`src/logic/rsm_pkg.sv`:
```
/*
 * rsm_pkg: register map, field positions, reset values and timing counts
 * of the supply status monitor.
 * Assumes a 10 MHz ref_clk and a 32-bit APB register bus.
 */
`default_nettype none

package rsm_pkg;

    // ==========================================================
    // timing
    localparam int REF_CLK_MHZ = 10;
    localparam int OSC_HALT_NS = 100000;
    localparam int OSC_HALT_CYCLES = OSC_HALT_NS * REF_CLK_MHZ / 1000;
    localparam int SAMPLE_WIN_US = 7800;
    localparam int SAMPLE_WIN_CYCLES = SAMPLE_WIN_US * REF_CLK_MHZ;
    localparam int RELEASE_DELAY_US = 100000;
    localparam int RELEASE_DELAY_CYCLES = RELEASE_DELAY_US * REF_CLK_MHZ;
    localparam logic [14:0] OSC_EDGES_PER_SEC_M1 = 15'h7FFF;

    // ==========================================================
    // register indices, byte address is four times the index
    localparam logic [7:0] IDX_ADJ = 8'h07;
    localparam logic [7:0] IDX_CTRL1 = 8'h0E;
    localparam logic [7:0] IDX_CTRL2 = 8'h0F;
    localparam logic [7:0] IDX_STATUS = 8'h10;

    // ==========================================================
    // control register 2 fields
    localparam int CTRL2_SUPPLY_LOW_BIT = 6;
    localparam int CTRL2_OSC_STOP_BIT = 5;
    localparam int CTRL2_POWER_ON_BIT = 4;

    // status register fields
    localparam int STAT_POR_BIT = 0;
    localparam int STAT_HALT_BIT = 1;
    localparam int STAT_MAIN_UP_BIT = 2;
    localparam int STAT_SAMPLE_BIT = 3;

    // ==========================================================
    // reset values
    localparam logic [7:0] CTRL1_RST = 8'h00;
    localparam logic [7:0] ADJ_RST = 8'h00;

    // comparator results from the analog side
    typedef struct packed {
        logic internal_supply_below;
        logic main_at_or_below_fall;
        logic main_above_rise;
    } rsm_supply_in_t;

    typedef enum logic [1:0] {
        MS_DOWN,
        MS_DELAY,
        MS_UP
    } rsm_main_state_t;

endpackage : rsm_pkg

`default_nettype wire

```
`src/logic/rsm_supply_monitor.sv`:
```
/*
 * rsm_supply_monitor: power-on reset, oscillator halt sensing, sampled
 * backup supply check and main supply reset output, APB register slave.
 * Assumes all inputs synchronous to ref_clk; osc_clk_in is the crystal
 * clock seen as a level, ref_clk being the independent reference.
 */
// Design decisions made here: the APB slave port and the address map.
`default_nettype none

// How it works
// - supply rise from zero resets both control registers and the adjust register
// - internal power-on reset holds until crystal oscillator edges are seen
// - register bus refused while power-on reset active; host must wait
// - oscillator-stop flag sets whenever the crystal clock halts
// - oscillator-stop flag holds until zero written; writing one does nothing
// - supply-low flag is set whenever power-on flag becomes one
// - after supply collapse power-on, oscillator-stop and supply-low all read one
// - backup supply sampled once per second for a 7.8 ms window
// - sampling stops while the supply-low flag is one
// - supply-low flag readable at bit 6 of control register 2, index Fh
// - one threshold for falling and rising backup supply, no hysteresis
// - main supply monitor works continuously, never sampled
// - main supply at or below fall threshold: reset low, switch open
// - main supply above rise threshold: switch closes, reset releases after delay
// - release delay counts from oscillator start if oscillator is halted
// - control register 2 holds supply-low beside interrupt flags in bits 2 to 0; this block reads bits 3 to 0 as zero
module rsm_supply_monitor #(
    parameter int SAMPLE_CYCLES = rsm_pkg::SAMPLE_WIN_CYCLES,
    parameter int RELEASE_CYCLES = rsm_pkg::RELEASE_DELAY_CYCLES
) (
    input wire logic ref_clk,
    input wire logic sys_rst,
    input wire logic psel,
    input wire logic penable,
    input wire logic pwrite,
    input wire logic [31:0] paddr,
    input wire logic [31:0] pwdata,
    output logic [31:0] prdata,
    output logic pready,
    output logic pslverr,
    input wire logic osc_clk_in,
    input wire rsm_pkg::rsm_supply_in_t supply_in,
    output logic supply_sample_en,
    output logic cpu_reset_out_n,
    output logic main_supply_switch,
    output logic por_active
);
    import rsm_pkg::*;

    // ==========================================================
    // state
    logic por_ff;
    logic osc_prev_ff;
    logic osc_halted_ff;
    logic [15:0] halt_cnt_ff;
    logic [14:0] sec_cnt_ff;
    logic [19:0] samp_cnt_ff;
    logic sample_ff;
    logic [23:0] rel_cnt_ff;
    rsm_main_state_t main_ff;
    logic rst_out_n_ff;
    logic switch_ff;
    logic [7:0] ctrl1_ff;
    logic [7:0] adj_ff;
    logic power_on_flag_ff;
    logic osc_stop_flag_ff;
    logic supply_low_flag_ff;
    logic [31:0] prdata_ff;
    logic pready_ff;
    logic pslverr_ff;

    // ==========================================================
    // oscillator edge and halt sensing
    wire osc_edge = osc_clk_in != osc_prev_ff;
    wire osc_rise = osc_clk_in & ~osc_prev_ff;
    wire halt_evt = ~osc_edge & ~osc_halted_ff
                    & (halt_cnt_ff == 16'(OSC_HALT_CYCLES - 1));
    wire sec_tick = osc_rise & (sec_cnt_ff == OSC_EDGES_PER_SEC_M1);

    always_ff @(posedge ref_clk or posedge sys_rst) begin
        if (sys_rst) begin
            osc_prev_ff <= 1'b0;
            halt_cnt_ff <= 16'h0000;
            osc_halted_ff <= 1'b1;
            sec_cnt_ff <= 15'h0000;
        end else begin
            osc_prev_ff <= osc_clk_in;
            if (osc_edge) begin
                halt_cnt_ff <= 16'h0000;
                osc_halted_ff <= 1'b0;
            end else if (halt_evt) begin
                osc_halted_ff <= 1'b1;
            end else if (!osc_halted_ff) begin
                halt_cnt_ff <= halt_cnt_ff + 16'h0001;
            end
            if (osc_rise) begin
                sec_cnt_ff <= sec_cnt_ff + 15'h0001;
            end
        end
    end

    // internal reset lasts until the crystal is seen running
    always_ff @(posedge ref_clk or posedge sys_rst) begin
        if (sys_rst) begin
            por_ff <= 1'b1;
        end else if (!osc_halted_ff) begin
            por_ff <= 1'b0;
        end
    end

    // ==========================================================
    // backup supply sampling, single comparator so no hysteresis
    wire samp_done = samp_cnt_ff == 20'(SAMPLE_CYCLES - 1);
    wire low_evt = sample_ff & supply_in.internal_supply_below;

    always_ff @(posedge ref_clk or posedge sys_rst) begin
        if (sys_rst) begin
            sample_ff <= 1'b0;
            samp_cnt_ff <= 20'h00000;
        end else if (supply_low_flag_ff || low_evt) begin
            sample_ff <= 1'b0;
            samp_cnt_ff <= 20'h00000;
        end else if (sample_ff) begin
            sample_ff <= ~samp_done;
            samp_cnt_ff <= samp_done ? 20'h00000 : samp_cnt_ff + 20'h00001;
        end else if (sec_tick) begin
            sample_ff <= 1'b1;
        end
    end

    // ==========================================================
    // main supply monitor, evaluated every cycle
    wire rel_done = rel_cnt_ff == 24'(RELEASE_CYCLES - 1);

    always_ff @(posedge ref_clk or posedge sys_rst) begin
        if (sys_rst) begin
            main_ff <= MS_DOWN;
            rst_out_n_ff <= 1'b0;
            switch_ff <= 1'b0;
            rel_cnt_ff <= 24'h000000;
        end else if (supply_in.main_at_or_below_fall) begin
            main_ff <= MS_DOWN;
            rst_out_n_ff <= 1'b0;
            switch_ff <= 1'b0;
            rel_cnt_ff <= 24'h000000;
        end else begin
            case (main_ff)
                MS_DOWN: begin
                    if (supply_in.main_above_rise) begin
                        main_ff <= MS_DELAY;
                        switch_ff <= 1'b1;
                    end
                end
                MS_DELAY: begin
                    // delay only advances on a running crystal
                    if (!osc_halted_ff) begin
                        if (rel_done) begin
                            main_ff <= MS_UP;
                            rst_out_n_ff <= 1'b1;
                        end else begin
                            rel_cnt_ff <= rel_cnt_ff + 24'h000001;
                        end
                    end
                end
                MS_UP: begin
                    main_ff <= MS_UP;
                end
                default: begin
                    main_ff <= MS_DOWN;
                end
            endcase
        end
    end

    // ==========================================================
    // apb decode; one wait state, answer on second access cycle
    wire access = psel & penable & ~pready_ff;
    wire [7:0] idx = paddr[9:2];
    wire in_range = paddr[31:10] == 22'h000000;
    wire hit_adj = in_range & (idx == IDX_ADJ);
    wire hit_ctrl1 = in_range & (idx == IDX_CTRL1);
    wire hit_ctrl2 = in_range & (idx == IDX_CTRL2);
    wire hit_stat = in_range & (idx == IDX_STATUS);
    wire mapped = hit_adj | hit_ctrl1 | hit_ctrl2 | (hit_stat & ~pwrite);
    wire refuse = por_ff | ~mapped;
    wire wr_ok = access & pwrite & ~refuse;
    wire wr_ctrl2 = wr_ok & hit_ctrl2;
    wire clr_osc_stop = wr_ctrl2 & ~pwdata[CTRL2_OSC_STOP_BIT];
    wire clr_power_on = wr_ctrl2 & ~pwdata[CTRL2_POWER_ON_BIT];
    wire clr_supply_low = wr_ctrl2 & ~pwdata[CTRL2_SUPPLY_LOW_BIT];

    // interrupt flags of bits 2 to 0 are outside this block and read zero
    wire [7:0] ctrl2_rd = {1'b0, supply_low_flag_ff, osc_stop_flag_ff,
                           power_on_flag_ff, 4'h0};
    wire [7:0] stat_rd = {4'h0, sample_ff, main_ff == MS_UP,
                          osc_halted_ff, por_ff};
    wire [7:0] rd_sel = hit_adj ? adj_ff :
                        hit_ctrl1 ? ctrl1_ff :
                        hit_ctrl2 ? ctrl2_rd :
                        hit_stat ? stat_rd : 8'h00;

    always_ff @(posedge ref_clk or posedge sys_rst) begin
        if (sys_rst) begin
            pready_ff <= 1'b0;
            pslverr_ff <= 1'b0;
            prdata_ff <= 32'h00000000;
        end else begin
            pready_ff <= access;
            pslverr_ff <= access & refuse;
            prdata_ff <= (access & ~pwrite & ~refuse) ? {24'h000000, rd_sel}
                                                      : 32'h00000000;
        end
    end

    // registers cleared by the system reset sys_rst
    always_ff @(posedge ref_clk or posedge sys_rst) begin
        if (sys_rst) begin
            ctrl1_ff <= CTRL1_RST;
            adj_ff <= ADJ_RST;
        end else begin
            if (wr_ok && hit_ctrl1) begin
                ctrl1_ff <= pwdata[7:0];
            end
            if (wr_ok && hit_adj) begin
                adj_ff <= pwdata[7:0];
            end
        end
    end

    // ==========================================================
    // flags: set on reset, zero write clears, set wins over clear
    always_ff @(posedge ref_clk or posedge sys_rst) begin
        if (sys_rst) begin
            power_on_flag_ff <= 1'b1;
            osc_stop_flag_ff <= 1'b1;
            supply_low_flag_ff <= 1'b1;
        end else begin
            power_on_flag_ff <= power_on_flag_ff & ~clr_power_on;
            osc_stop_flag_ff <= halt_evt | (osc_stop_flag_ff & ~clr_osc_stop);
            supply_low_flag_ff <= low_evt | (supply_low_flag_ff & ~clr_supply_low);
        end
    end

    assign prdata = prdata_ff;
    assign pready = pready_ff;
    assign pslverr = pslverr_ff;
    assign supply_sample_en = sample_ff;
    assign cpu_reset_out_n = rst_out_n_ff;
    assign main_supply_switch = switch_ff;
    assign por_active = por_ff;
endmodule : rsm_supply_monitor

`default_nettype wire

```
`config.mk`:
```
export PLATFORM = sky130hd
export DESIGN_NAME = rsm_supply_monitor
export DESIGN_NICKNAME = d
export VERILOG_FILES = /design/src/logic/rsm_pkg.sv /design/src/logic/rsm_supply_monitor.sv
export SDC_FILE = /design/constraint.sdc
export NUM_CORES = 1
export LEC_CHECK = 0
export ABC_AREA = 1
export BUFFER_PORTS_ARGS = -buffer_cell sky130_fd_sc_hd__buf_2
export CAP_MARGIN = 20
export CORE_MARGIN = 10
export CORE_UTILIZATION = 45
export CTS_CLUSTER_SIZE = 12
export DETAILED_ROUTE_END_ITERATION = 8
export PLACE_DENSITY = 0.66
export SETUP_SLACK_MARGIN = 0.02
export SLEW_MARGIN = 30
export SYNTH_ARGS = -nofsm -noshare
export SYNTH_HDL_FRONTEND = slang
export SYNTH_SLANG_ARGS = --single-unit
```
`constraint.sdc`:
```
create_clock -name ref_clk -period 3.9 [get_ports ref_clk]
set_clock_uncertainty 0.05 [all_clocks]
set_input_delay 0.39 -clock ref_clk [delete_from_list [all_inputs] [get_ports ref_clk]]
set_output_delay 0.39 -clock ref_clk [all_outputs]
set_load 0.02 [all_outputs]
```
# Word level (Yosys, flattened, before mapping)
# Cells that the tools add are included.
[op_classes] eq_ne=18 n_reduce_logical=16 addsub=4 bitwise_logic=44 muxes=32
[op_table] operator="$mux W24" count=4
[op_table] operator="$mux W20" count=3
[op_table] operator="$mux W16" count=3
[op_table] operator="$add A24 B1 Y24 const B" count=1
[op_table] operator="$and A1 B1 Y1" count=24
[op_table] operator="$eq A24 B20 Y1 const B" count=1
[op_table] operator="$mux W8" count=3
[op_table] operator="$logic_not A22 Y1" count=1
[op_table] operator="$add A20 B1 Y20 const B" count=1
[op_table] operator="$eq A20 B17 Y1 const B" count=1
[op_table] operator="$add A16 B1 Y16 const B" count=1
[op_table] operator="$eq A16 B10 Y1 const B" count=1
[op_table] operator="$eq A8 B4 Y1 const B" count=2
[op_table] operator="$add A15 B1 Y15 const B" count=1
[op_table] operator="$eq A15 B15 Y1 const B" count=1
[op_table] operator="$not A1 Y1" count=14
[op_table] operator="$mux W1" count=12
[op_table] operator="$reduce_bool A2 Y1" count=6
[op_table] operator="$ne A3 B3 Y1 const B" count=3
[op_table] operator="$reduce_and A3 Y1" count=3
[op_table] operator="$eq A8 B3 Y1 const B" count=1
[op_table] operator="$eq A8 B5 Y1 const B" count=1
[op_table] operator="$mux W2" count=4
[op_table] operator="$mux W7" count=1
[op_table] operator="other kinds (12)" count=21
[word_totals] word_cells=133 inputBits=73 reg_bits=112 output_inout_bits=38

# Depth between registers and ports, before layout
[depth] word_depth=14 depth_mapped=13 mapped_depth_nobuf=12

# Worst setup path before layout
# OpenSTA, ideal clock, no wires.
[synth_timing] kind="reg2reg" startpoint="reg rel_cnt_ff[0]" endpoint="reg rel_cnt_ff[19]" t_required_ns=3.730 synth_period_minus_slack_ns=1.847 arrival_time_ns=1.677 path_stages_with_launch=12 setup_time_ns=0.120 n_path_buf=1 slack_ns=2.053 cell_sequence="dfrtp_1 -> ha_1 -> nand2_1 -> nor2_4 -> nand2_2 -> nor3_2 -> nand4_2 -> nand2_4 -> nand2_4 -> buf_6 -> nand2_1 -> o21ai_2"
[synth_via] elab_chain_len=5 word_cells_on_any_way=8 cone_classes="1 x add/sub; 2 x eq/ne; 4 x mux; 1 x reduce/logical"
[synth_rtl] item="start: declaration" line="rsm_supply_monitor.sv:59" rtl="logic [23:0] rel_cnt_ff;"
[synth_rtl] item="start signal: assignment" line="rsm_supply_monitor.sv:161" rtl="rel_cnt_ff <= rel_cnt_ff + 24'h000001;"
[synth_rtl] item="$add A24 B1 Y24" line="rsm_supply_monitor.sv:161"
[synth_rtl] item="$mux W24" line="rsm_supply_monitor.sv:157" rtl="if (rel_done) begin"
[synth_rtl] item="$mux W24" line="rsm_supply_monitor.sv:156" rtl="if (!osc_halted_ff) begin"
[synth_rtl] item="$mux W24" line="rsm_supply_monitor.sv:147" rtl="case (main_ff)"
[synth_rtl] item="$mux W24" line="rsm_supply_monitor.sv:141" rtl="end else if (supply_in.main_at_or_below_fall) begin"
# Several ways; a longest one is shown, not always the timed one. The select of a mux whose other input is x is not followed.
# A chain may end at the register's enable or synchronous reset.

# Worst setup path after layout
[layout_timing] startpoint="reg osc_prev_ff" endpoint="reg halt_cnt_ff[5]"
[layout_via] elab_chain_len=6 word_cells_on_any_way=8 cone_classes="3 x eq/ne; 1 x mux; 3 x bitwise; 1 x reduce/logical"
[layout_rtl] item="start: declaration" line="rsm_supply_monitor.sv:53" rtl="logic osc_prev_ff;"
[layout_rtl] item="start signal: assignment" line="rsm_supply_monitor.sv:87" rtl="osc_prev_ff <= osc_clk_in;"
[layout_rtl] item="$ne A1 B1 Y1 *" line="rsm_supply_monitor.sv:74" rtl="wire osc_edge = osc_clk_in != osc_prev_ff;"
[layout_rtl] item="$not A1 Y1" line="rsm_supply_monitor.sv:76" rtl="wire halt_evt = ~osc_edge & ~osc_halted_ff"
[layout_rtl] item="$and A1 B1 Y1" line="rsm_supply_monitor.sv:76"
[layout_rtl] item="$and A1 B1 Y1" line="rsm_supply_monitor.sv:77" rtl="& (halt_cnt_ff == 16'(OSC_HALT_CYCLES - 1));"
[layout_rtl] item="$ne A2 B2 Y1 (no source line)"
[layout_rtl] item="$reduce_and A2 Y1 (no source line)"
[layout_rtl] item="end signal: assignment" line="rsm_supply_monitor.sv:94" rtl="halt_cnt_ff <= halt_cnt_ff + 16'h0001;"
[layout_rtl] item="end: declaration" line="rsm_supply_monitor.sv:55" rtl="logic [15:0] halt_cnt_ff;"
# Every way passes the cells marked *; elsewhere a longest branch is shown, timed or not.

==> summary.txt <==
Timing
  • Final hold viol count: 0
  • Setup-failing EPs final: 0
  • Fmax achieved: 410.6 MHz
  • Tightest Pin Transition: 671.5 ps
  • Crit path time final: 2436 ps
  • Final period utilization: 62.45%
  • RSZ-0062 raised after global routing: no
  • Fin. max-slew vios: 0
  • Post-Route Setup TNS: 0 ps
  • Slew margin rel.: 55.23%

GRT
  • Initial antenna violation count: 0
  • Global-route wire length before repair: 23890 um
  • Vias in the first global route: 4921
  • Largest net degree at the start of global routing: 75
  • GRT overflow: 0
  • Tot GR Track Use: 14.35%

Logic synthesis
  • #FFs+latches synth: 112
  • Post-Synthesis Cells: 795
  • Unique masters post-synth: 46
  • Synth warn: 0
  • Sequential cell area fraction in the yosys report: 43.50%
  • Average size of a mapped cell: 8.123 um2
  • Async S/R FF share, synth: 100.0%
  • Synth Cell Area: 6457 um2
  • Post-synth EDFFs: 0
  • Commonest register cell after synthesis: dfrtp_1

Routing
  • Final WL: 13910 um
  • Pre-antenna DRT Iters: 5
  • Via count: 5175
  • # DRC: 0
  • Avg Vias per Cell: 4.976
  • Wirelength per Cell: 13.37 um
  • Detail Route Antenna Nets: 0
  • DR iter-0 viols: 354

Clocking
  • CTS resizes: 0
  • CTS Root Cell: clkbuf_16
  • Worst-skew pair later-pin latency: 350 ps
  • Post-CTS setup buffer count: 0
  • Clock-pin slew on the worst setup and hold paths: 70 ps
  • Hold_buf cts: 0
  • TritonCTS Buffers: 9
  • Clock tree buffer depth: 2
  • CTS tree: done
  • Clk sink count: 112
  • H-tree depth: 3

Final layout
  • Multi-input gate area: 3078 um2
  • # fillers: 1354
  • Fin nets: 937
  • Reg area: 2809 um2
  • Fin area: 7139 um2
  • Area growth, synth to finish: 10.56%
  • Share of layout cells above drive strength 1: 15.81%
  • # diodes: 0
  • Final core occ: 51.04%

Setup path
  • Worst r2r src: osc_prev_ff
  • Crit Path Category: flop to flop
  • Worst R2R Setup Slack: 1460 ps
  • Buf/Inv on CP: 3
  • Critical path's most frequent cell: inv_1
  • WP data required: 4130 ps
  • Delay-heaviest family, CP: simple AND/OR/NAND/NOR gates
  • Maximum fanout along the worst path: 26
  • Critical path cell sequence: inv_1 > ha_1 > inv_1 > nor3_1 > nand4_1 > o21ai_4 > inv_1 > nand3_1 > nand2_1 > a21oi_1
  • Reg2Reg Depth: 10
  • Data arrival, critical path: 2660 ps
  • Critical path capture point: halt_cnt_ff[5]
  • Setup crit start kind: flop
  • Crit path depth: 10
  • Crit. End Element: flop
  • CP Launch Point: osc_prev_ff
  • Slowest-stage cell, CP: ha_1
  • Worst r2r dst: halt_cnt_ff[5]
  • Critical Path Max Stage Delay: 380 ps

Placed design
  • Global placement routability congestion: 0.8908
  • HPWL after detailed placement: 10230 um
  • Dpl cell area: 6837 um2
  • IO Port Bufs: 60

Pwr
  • Pleak: 3.384 nW
  • Worst VDD drop: 0.2442 mV
  • Power density over the cells: 356.1 nW/um2

Die
  • Cell row count: 43
  • I/O pins: 111
  • Initial core utilization: 46.16%
  • Die area: 19540 um2
  • Die Width: 139.8 um
  • Total core area: 13990 um2
  • Die H: 139.8 um

Status
  • Status: complete, no violations

Worst hold path
  • Min-Delay Path Class: primary input to async pin

Job
  • Max_cap viols: 0
[area by class of cell]
class	count	share of cell area (%)
inverter	109	5.801
timing repair buffer	61	4.487
clock buffer	13	3.505
multi-input combinational	562	43.11
sequential	112	39.34
clock inverter	3	0.5959
tap	180	3.155
[metrics by stage]
step | instances | hold WS (ps) | setup slack [ps] | power [mW]
2_1_floorplan | 818 | 371.4 | 509.3 | 1.576
3_3_place_gp | 1024 | 388.6 | 1228 | 1.644
3_5_place_dp | 1024 | 393.8 | 1156 | 1.649
4_1_cts | 1040 | 97.00 | 1294 | 2.584
5_1_grt | 1040 | 99.52 | 1145 | 2.696
6_report | 1040 | 104.4 | 1464 | 2.543
[cells by family after synthesis]
logic type      synth area share [%]
compound gates                 9.824
xor+xnor                       5.968
fa+ha+maj                      1.744
buf+inv                        10.29
flops                          43.50
mux                           0.1744
other cells                  0.05807
simple gates                   28.44
[Yosys cell counts (5+ instances only)]
cell | n | area share (%)
a21oi_1 | 15 | 1.2
buf_4 | 24 | 2.8
dfrtp_1 | 107 | 41
dfstp_2 | 5 | 2.0
ha_1 | 9 | 1.7
inv_1 | 105 | 6.1
nand2_1 | 144 | 8.4
nand2_2 | 7 | 0.68
nand2_4 | 5 | 0.87
nand3_1 | 48 | 3.7
nand4_1 | 27 | 2.6
nor2_1 | 105 | 6.1
nor3_1 | 24 | 1.9
nor4_1 | 9 | 0.87
o21ai_0 | 20 | 1.6
o21ai_2 | 26 | 3.5
o22ai_1 | 10 | 0.97
o31ai_1 | 17 | 2.0
xnor2_1 | 12 | 1.6
xor2_1 | 32 | 4.3
[registers in the layout, summed over array words and instances, names as in the netlist]
name,cells
osc_prev_ff,1
samp_cnt_ff,20
supply_low_flag_ff,1
sec_cnt_ff,15
cpu_reset_out_n,1
pslverr,1
prdata,8
rel_cnt_ff,24
por_active,1
main_supply_switch,1
osc_halted_ff,1
ctrl1_ff,8
main_ff,2
pready,1
supply_sample_en,1
adj_ff,8
halt_cnt_ff,16
osc_stop_flag_ff,1
power_on_flag_ff,1
[worst register-to-register path: cells and delay by family (launching register included)]
family	cells	cell delay [ps]
fa+ha+maj	1	380
flops	1	320
simple gates	4	620
compound gates	2	410
buf+inv	3	580
[per-layer routing]
metal,vias up,routed length [um],track usage (%)
met5,-,0,0
met4,0,110,2.880
met3,6,741,4.593
met2,116,6208,22.37
met1,2399,6848,19.06
li1,2654,-,-
[report_power, final]
part	switching, mW	internal [mW]	total (mW)
Clock	0.403	0.516	0.919
Sequential	0.0489	1.22	1.27
Combinational	0.248	0.107	0.355
[worst min path at each step]
stage                                start                to  slack (ps)  depth (start not counted)
after floorplan                 osc_clk_in       osc_prev_ff         370                          0
after global placement    power_on_flag_ff  power_on_flag_ff         390                          2
after detailed placement  power_on_flag_ff  power_on_flag_ff         390                          2
after CTS                       osc_clk_in       osc_prev_ff         100                          1
after global routing            osc_clk_in       osc_prev_ff         100                          1
final                              sys_rst   samp_cnt_ff[11]         100                          2
[layout by cell type (no fill, tap or decap), types with 2 or more instances in the layout]
cell and count:
conb_1 24, o22ai_1 10, nand2_1 144, ha_1 9, nor3b_1 2, buf_2 60, or2_2 3, nor3_1 24
clkinv_1 3, o21ai_2 25, nor3b_2 3, clkbuf_1 3, nand4_2 3, clkbuf_16 9, nand2_2 7, nand4_1 27
a21oi_1 15, nand3_1 48, dfrtp_1 107, dfstp_2 5, xnor2_1 12, nand2_4 5, inv_1 104, nor4_1 9
nor2_1 105, o21ai_0 20, o31ai_1 17, xor2_1 32, nor2_2 2
Note: power is estimated with default switching activity, not from simulation.
